**src/hw/pwr_ctl_pkg.sv**
```systemverilog
// constants and state encoding for the module power and reset controller
package pwr_ctl_pkg;
    localparam int unsigned CLK_FREQ_HZ = 100_000_000;
    // emergency-off hold time on the hard reset line, in seconds
    localparam int unsigned EMERG_OFF_S = 8;
    localparam longint unsigned EMERG_OFF_CYCLES_L = longint'(EMERG_OFF_S) * longint'(CLK_FREQ_HZ);
    localparam int unsigned EMERG_OFF_CYCLES = int'(EMERG_OFF_CYCLES_L);
    // power request recognised after this low time, in ms
    localparam int unsigned PWR_REQ_MS = 200;
    localparam longint unsigned PWR_REQ_CYCLES_L = longint'(PWR_REQ_MS) * longint'(CLK_FREQ_HZ) / 64'd1000;
    localparam int unsigned PWR_REQ_CYCLES = int'(PWR_REQ_CYCLES_L);
    // reset and restart pulse driven to the core lasts at least this many cycles plus one
    localparam int unsigned RESET_PULSE_CYCLES = 16;
    localparam int unsigned CNT_W = 32;

    typedef enum logic [2:0] {
        ST_OFF     = 3'b000,
        ST_ON      = 3'b001,
        ST_RESET   = 3'b011,
        ST_RESTART = 3'b010,
        ST_EMERG   = 3'b110
    } pwr_state_e;
endpackage : pwr_ctl_pkg

```
**src/hw/low_timer.sv**
```systemverilog
// saturating timer that counts how long a level has been held
`timescale 1ns/10ps
module low_timer #(
    parameter int unsigned LIMIT = 16
) (
    input wire logic clk,
    input wire logic rst,
    input wire logic level_in,
    output logic reached
);
    logic [31:0] cnt_r;
    logic [31:0] cnt_nxt;
    wire logic at_limit = (cnt_r >= LIMIT[31:0]);

    assign cnt_nxt = !level_in ? 32'h0000_0000 : (at_limit ? cnt_r : cnt_r + 32'h0000_0001);
    assign reached = at_limit;

    always_ff @(posedge clk) begin
        if (rst) begin
            cnt_r <= 32'h0000_0000;
        end else begin
            cnt_r <= cnt_nxt;
        end
    end
endmodule : low_timer

```
**src/hw/pwr_ctl.sv**
```systemverilog
// power, reset and shutdown sequencing logic of the cellular module
// Behaviour
// - reset held 8 s, request released: power off
// - request held low 200 ms with supply present turns on
// - reset while request held: core reset
// - short reset pulse, request released: reset
// - shutdown command, request held: restart
// - shutdown command, request released: stay off
`timescale 1ns/10ps
module pwr_ctl
    import pwr_ctl_pkg::*;
#(
    parameter int unsigned EMERG_CYCLES = EMERG_OFF_CYCLES,
    parameter int unsigned REQ_CYCLES = PWR_REQ_CYCLES
) (
    input wire logic SYS_CLK,
    input wire logic RST,
    input wire logic POWER_REQ_N,
    input wire logic HARD_RESET_N,
    input wire logic MAIN_BATTERY_SUPPLY,
    input wire logic SHUTDOWN_COMMAND,
    output logic CORE_POWER_EN,
    output logic CORE_RESET_N,
    output logic [2:0] PWR_STATE
);
    // ==========================================================
    // input synchronisers
    // ==========================================================
    logic req_meta_r;
    logic req_sync_r;
    logic rst_meta_r;
    logic rst_sync_r;
    logic rst_prev_r;

    // both lines become active-high levels here, so nothing downstream deals with polarity
    wire logic req_meta_nxt = !POWER_REQ_N;
    wire logic rst_meta_nxt = !HARD_RESET_N;

    always_ff @(posedge SYS_CLK) begin
        if (RST) begin
            req_meta_r <= 1'b0;
        end else begin
            req_meta_r <= req_meta_nxt;
        end
    end

    always_ff @(posedge SYS_CLK) begin
        if (RST) begin
            req_sync_r <= 1'b0;
        end else begin
            req_sync_r <= req_meta_r;
        end
    end

    always_ff @(posedge SYS_CLK) begin
        if (RST) begin
            rst_meta_r <= 1'b0;
        end else begin
            rst_meta_r <= rst_meta_nxt;
        end
    end

    always_ff @(posedge SYS_CLK) begin
        if (RST) begin
            rst_sync_r <= 1'b0;
        end else begin
            rst_sync_r <= rst_meta_r;
        end
    end

    // resets to the idle level, so no false release is seen right after reset
    always_ff @(posedge SYS_CLK) begin
        if (RST) begin
            rst_prev_r <= 1'b0;
        end else begin
            rst_prev_r <= rst_sync_r;
        end
    end

    // ==========================================================
    // hold timers
    // ==========================================================
    wire logic req_valid;
    wire logic emerg_hit;

    // counting only while the request is released keeps a held request from ever causing emergency off
    wire logic emerg_level = rst_sync_r && !req_sync_r;

    // a short glitch on the request line must not start the core
    low_timer #(.LIMIT(REQ_CYCLES)) u_req_timer (
        .clk(SYS_CLK),
        .rst(RST),
        .level_in(req_sync_r),
        .reached(req_valid)
    );

    // the emergency path only fires once the full hold time has been counted
    low_timer #(.LIMIT(EMERG_CYCLES)) u_emerg_timer (
        .clk(SYS_CLK),
        .rst(RST),
        .level_in(emerg_level),
        .reached(emerg_hit)
    );

    // ==========================================================
    // transition conditions
    // ==========================================================
    pwr_state_e state_r;
    pwr_state_e state_nxt;
    logic [4:0] pulse_r;
    logic [4:0] pulse_nxt;

    wire logic power_up = req_valid && MAIN_BATTERY_SUPPLY;
    wire logic supply_lost = !MAIN_BATTERY_SUPPLY;
    wire logic reset_held = rst_sync_r && req_sync_r;
    wire logic rst_release = rst_prev_r && !rst_sync_r;
    // with the request still held a shutdown becomes a restart, otherwise the core stays off
    wire logic restart_wanted = SHUTDOWN_COMMAND && req_sync_r;
    wire logic off_wanted = SHUTDOWN_COMMAND && !req_sync_r;
    wire logic pulse_done = (pulse_r == 5'(RESET_PULSE_CYCLES));
    wire logic [4:0] pulse_inc = pulse_done ? pulse_r : pulse_r + 5'h01;
    // a reset or restart ends only after the full pulse and once the reset line is let go
    wire logic pulse_exit = pulse_done && !rst_sync_r;

    // ==========================================================
    // state sequencing
    // ==========================================================
    always_comb begin
        state_nxt = state_r;
        pulse_nxt = 5'h00;
        case (state_r)
            ST_OFF: begin
                // supply first or request first both end here once both stand
                if (power_up) begin
                    state_nxt = ST_ON;
                end
            end
            ST_ON: begin
                if (supply_lost) begin
                    state_nxt = ST_OFF;
                end else if (emerg_hit) begin
                    state_nxt = ST_EMERG;
                end else if (reset_held) begin
                    state_nxt = ST_RESET;
                end else if (rst_release) begin
                    state_nxt = ST_RESET;
                end else if (restart_wanted) begin
                    state_nxt = ST_RESTART;
                end else if (off_wanted) begin
                    state_nxt = ST_OFF;
                end
            end
            ST_RESET, ST_RESTART: begin
                pulse_nxt = pulse_inc;
                if (supply_lost) begin
                    state_nxt = ST_OFF;
                end else if (emerg_hit) begin
                    state_nxt = ST_EMERG;
                end else if (pulse_exit) begin
                    state_nxt = ST_ON;
                end
            end
            ST_EMERG: begin
                // stay down until the reset line is released, then wait for a fresh request
                if (!rst_sync_r) begin
                    state_nxt = ST_OFF;
                end
            end
            default: begin
                state_nxt = ST_OFF;
            end
        endcase
    end

    // ==========================================================
    // state and output registers
    // ==========================================================
    // core supply stays up through a plain reset but drops for a restart or an emergency off
    wire logic power_en_nxt = (state_nxt == ST_ON) || (state_nxt == ST_RESET);
    wire logic core_rst_n_nxt = (state_nxt == ST_ON);
    wire logic [2:0] state_code_nxt = state_nxt;

    always_ff @(posedge SYS_CLK) begin
        if (RST) begin
            state_r <= ST_OFF;
        end else begin
            state_r <= state_nxt;
        end
    end

    always_ff @(posedge SYS_CLK) begin
        if (RST) begin
            pulse_r <= 5'h00;
        end else begin
            pulse_r <= pulse_nxt;
        end
    end

    always_ff @(posedge SYS_CLK) begin
        if (RST) begin
            CORE_POWER_EN <= 1'b0;
        end else begin
            CORE_POWER_EN <= power_en_nxt;
        end
    end

    always_ff @(posedge SYS_CLK) begin
        if (RST) begin
            CORE_RESET_N <= 1'b0;
        end else begin
            CORE_RESET_N <= core_rst_n_nxt;
        end
    end

    always_ff @(posedge SYS_CLK) begin
        if (RST) begin
            PWR_STATE <= 3'h0;
        end else begin
            PWR_STATE <= state_code_nxt;
        end
    end
endmodule : pwr_ctl

```
**config.mk**
```make
export PLATFORM = sky130hd
export DESIGN_NAME = pwr_ctl
export DESIGN_NICKNAME = d
export VERILOG_FILES = /design/src/hw/pwr_ctl_pkg.sv /design/src/hw/low_timer.sv /design/src/hw/pwr_ctl.sv
export SDC_FILE = /design/constraint.sdc
export NUM_CORES = 1
export LEC_CHECK = 0
export ABC_CLOCK_PERIOD_IN_PS = 2400
export BUFFER_PORTS_ARGS = -buffer_cell sky130_fd_sc_hd__buf_4
export CAP_MARGIN = 20
export CORE_MARGIN = 1.5
export CORE_UTILIZATION = 42
export CTS_CLUSTER_SIZE = 12
export DETAILED_ROUTE_END_ITERATION = 12
export SLEW_MARGIN = 20
export SYNTH_ARGS = -nofsm -noshare
export SYNTH_HDL_FRONTEND = slang
export SYNTH_SLANG_ARGS = --single-unit
export TNS_END_PERCENT = 1
```
**constraint.sdc**
```tcl
create_clock -name SYS_CLK -period 2.4 [get_ports SYS_CLK]
set_input_delay 0.24 -clock SYS_CLK [delete_from_list [all_inputs] [get_ports SYS_CLK]]
set_output_delay 0.24 -clock SYS_CLK [all_outputs]
set_load 0.1 [all_outputs]
```
==> impl_metrics.json <==
{
  "rrSetupSlack_ns": 0.34,
  "routed-via-count": 2827,
  "syn_inst": 413,
  "gp_congestion": 0.7716,
  "ioPinCount": 11,
  "synth-seq-cells": 79,
  "grtUsageTotal_pct": 15.92,
  "portBuffers": 10,
  "cts-resized-gates": 0,
  "dr_wl_met3_um": 218,
  "routed_wl_um": 6826,
  "hold_path_class": "primary input to flop",
  "met2WireLength_um": 3018,
  "grt_max_degree": 33,
  "finalMaxSlewViolations": 0,
  "wl_met1_um": 3493,
  "cts_root_buf": "clkbuf_8",
  "ant_nets": 0,
  "dp_hpwl_um": 4691,
  "antenna_cells": 0,
  "leakagePower_nw": 1.348,
  "slew_headroom_pct": 57.52,
  "path_class": "flop to flop",
  "fp.dieW_um": 95.14,
  "p_int_w": 0.001828,
  "worst-path-max-fanout": 6,
  "cts_buffers": 9,
  "drv_cap": 0,
  "async_reset_ff_share_pct": 0,
  "switchingPower_w": 0.0005627,
  "via_per_inst": 5.226,
  "holdBufCountCts": 0,
  "cp-end-kind": "flop",
  "min_period_ns": 2.062,
  "setup_viol": 0,
  "cts_setup_buffers": 0,
  "synth.largest_area_cell": "dfxtp_1",
  "htreeDepth": 3,
  "drive_above_1_share_pct": 11.01,
  "synth_top_cell_area_share_pct": 44.35,
  "fin_skew_ns": 0.01509,
  "synthDistinctLibCells": 48,
  "fmax_mhz": 484.9,
  "drc": 0,
  "synth-edff-count": 0,
  "netlist_area_mm2": 0.003566,
  "fin_setup_tns_ns": 0,
  "drt-pass1-iter-count": 4,
  "cts.sinks": 79,
  "grt_pass1_wl_um": 11490,
  "fill_cells": 822,
  "die-area_mm2": 0.009052,
  "worstHoldPathCells": 2,
  "combPwrFrac_pct": 1.2,
  "worstSkewPairLatency_ns": 0.35,
  "status": "finished clean",
  "ir_drop_mv": 0.3014,
  "fin_nets": 443,
  "top_layer": "met4",
  "synth_nets": 425,
  "drt_iter0_drc": 88,
  "rsz0062_at_grt": "false",
  "die_h_um": 95.14,
  "initial_core_util_pct": 43.40,
  "worst_ep_required_time_ns": 2.61,
  "cts_tree": "done",
  "timing.final.hold_violations": 0,
  "regToRegStartpoint": "u_emerg_timer.cnt_r[12]",
  "dpl_cell_area_mm2": 0.003779,
  "p_clk_share_pct": 43.7,
  "pwr-share-seq_pct": 55.1,
  "ys_seq_area_share_pct": 44.35,
  "cts_buffer_depth": 2,
  "ys.flop_type": "dfxtp_1",
  "rows": 33,
  "synth_warnings": 0,
  "worst_setup_path_start_kind": "flop",
  "wl_per_cell_um": 12.62,
  "tightest_slew_ns": 0.6372,
  "syn_to_final_growth_pct": 11.79,
  "syn_avg_cell_area_um2": 8.634,
  "powerDensity_mw_per_mm2": 599.8,
  "hold_end": "rst_meta_r",
  "grt_pass1_vias": 2584,
  "r2r_end": "u_emerg_timer.cnt_r[18]",
  "overflow": 0,
  "synth_area_leaders": "dfxtp_1 44%, xor2_1 8.1%, nor2_1 7.1%, nand3_1 5.3%, xnor2_1 3.4%",
  "path_clk_slew_ns": 0.10,
  "hold_path_startpoint": "HARD_RESET_N",
  "post-route-cell-area_mm2": 0.003986,
  "antenna_found_initial": 0,
  "fin_crit_sh_pct": 85.94,
  "core_mm2": 0.008217,
  "cp.arrival_ns": 2.27,
  "r2r_cells": 7,
  "swShare_pct": 23.54
}
-- synthesized netlist by cell type (2+ instances only) --
master    instances
ha_1              6
nor4_1            5
nand4_1          16
a32o_1            2
nand2_1          26
nand2b_1          3
and4_1            2
a31oi_1           2
o21ai_1           2
a21oi_1          14
inv_1             9
nor2b_1           6
nand3b_1          2
nand3_1          38
xor2_1           33
and2_1           13
and3_1            9
dfxtp_1          79
xnor2_1          14
o211ai_1          3
nor3_1           14
clkbuf_1          9
or3_1             6
nor2_1           67
o21ai_0           9
nor4_2            2
-- kinds of logic (layout without fill, tap and decap cells) --
kind of cell / count (synthesis) / after routing / share of synthesized area [%]
XOR/XNOR: 47 / 47 / 11.54
AND/OR/NAND/NOR: 222 / 222 / 32.21
AO/OA/AOI/OAI: 38 / 38 / 7.123
flip-flops: 79 / 79 / 44.35
buffers and inverters: 21 / 44 / 2.667
adder cells (fa/ha/maj): 6 / 6 / 2.105
-- cell usage in the layout, fill, tap and decap left out, types with 2 or more instances in the layout --
| cell | instances |
|---|---|
| clkbuf_8 | 9 |
| nand4_1 | 16 |
| nor4_2 | 2 |
| inv_6 | 4 |
| nand3b_1 | 2 |
| xnor2_1 | 14 |
| xor2_1 | 33 |
| and4_1 | 2 |
| dfxtp_1 | 79 |
| and2_1 | 13 |
| and3_1 | 9 |
| inv_1 | 9 |
| a31oi_1 | 2 |
| or3_1 | 6 |
| a21oi_1 | 14 |
| nand3_1 | 38 |
| nor2_1 | 67 |
| ha_1 | 6 |
| nor2b_1 | 6 |
| o21ai_0 | 9 |
| o211ai_1 | 3 |
| nand2b_1 | 3 |
| nor3_1 | 14 |
| nand2_1 | 26 |
| a32o_1 | 2 |
| buf_4 | 19 |
| nor4_1 | 5 |
| o21ai_1 | 2 |
-- layer usage --
layer | vias up | track usage (%)
met5 | - | 0
li1 | 1463 | -
met1 | 1306 | 21.10
met4 | 0 | 6.468
met2 | 48 | 25.00
met3 | 10 | 3.429
-- power by group through the flow --
| stage | sequential (W) | combinational (W) | clock [W] |
|---|---|---|---|
| floorplan | 0.00135 | 0.0000178 | 0 |
| global placement | 0.00135 | 0.0000284 | 0 |
| detailed placement | 0.00135 | 0.0000287 | 0 |
| CTS | 0.00132 | 0.0000289 | 0.00107 |
| global route | 0.00132 | 0.0000321 | 0.00112 |
| finish | 0.00132 | 0.0000284 | 0.00105 |
-- final cells by class --
cell class	instances	area, um^2	share of cell area [%]
sequential	79	1582	39.67
inverter	9	33.78	0.8475
tap	105	131.4	3.296
timing repair buffer	19	142.6	3.578
multi-input combinational	313	1889	47.39
clock inverter	7	83.83	2.103
clock buffer	9	123.9	3.107
-- registers in the layout, indices dropped and copies added, names as in the netlist --
name,cells
rst_meta_r,1
req_sync_r,1
PWR_STATE,3
CORE_POWER_EN,1
pulse_r,5
u_req_timer.cnt_r,32
rst_prev_r,1
CORE_RESET_N,1
rst_sync_r,1
u_emerg_timer.cnt_r,32
req_meta_r,1
-- worst max-delay path, cell delays in order, from the launching register on --
cell and delay, ns:
dfxtp_1 0.36, or4_4 0.56, o211a_1 0.25, o21ai_1 0.22
buf_4 0.20, and3_1 0.17, xnor2_1 0.12, nor2_1 0.05
-- worst max-delay path by stage --
stage                                  from                      end  slack [ns]  depth (start not counted)
floorplan                      PWR_STATE[1]             CORE_RESET_N        0.55                          5
global placement    u_emerg_timer.cnt_r[12]  u_emerg_timer.cnt_r[18]        0.37                          7
detailed placement  u_emerg_timer.cnt_r[12]   u_emerg_timer.cnt_r[7]        0.34                          7
CTS                 u_emerg_timer.cnt_r[12]  u_emerg_timer.cnt_r[18]        0.34                          7
global route         u_emerg_timer.cnt_r[3]  u_emerg_timer.cnt_r[26]        0.15                          6
finish              u_emerg_timer.cnt_r[12]  u_emerg_timer.cnt_r[18]        0.34                          7
-- through the flow --
step	total power (W)	setup WS [ns]	hold slack (ns)	cells	utilization [%]
final	0.002391	0.3375	0.02879	541	48.52
after global routing	0.002473	0.1466	0.01242	541	48.52
after CTS	0.002416	0.3398	0.01254	541	48.52
after detailed placement	0.001377	0.3431	0.4000	525	45.99
after global placement	0.001376	0.3690	0.3961	525	45.99
after floorplan	0.001365	0.5472	0.3124	413	-
No activity file was read; power rests on OpenSTA's default activity.
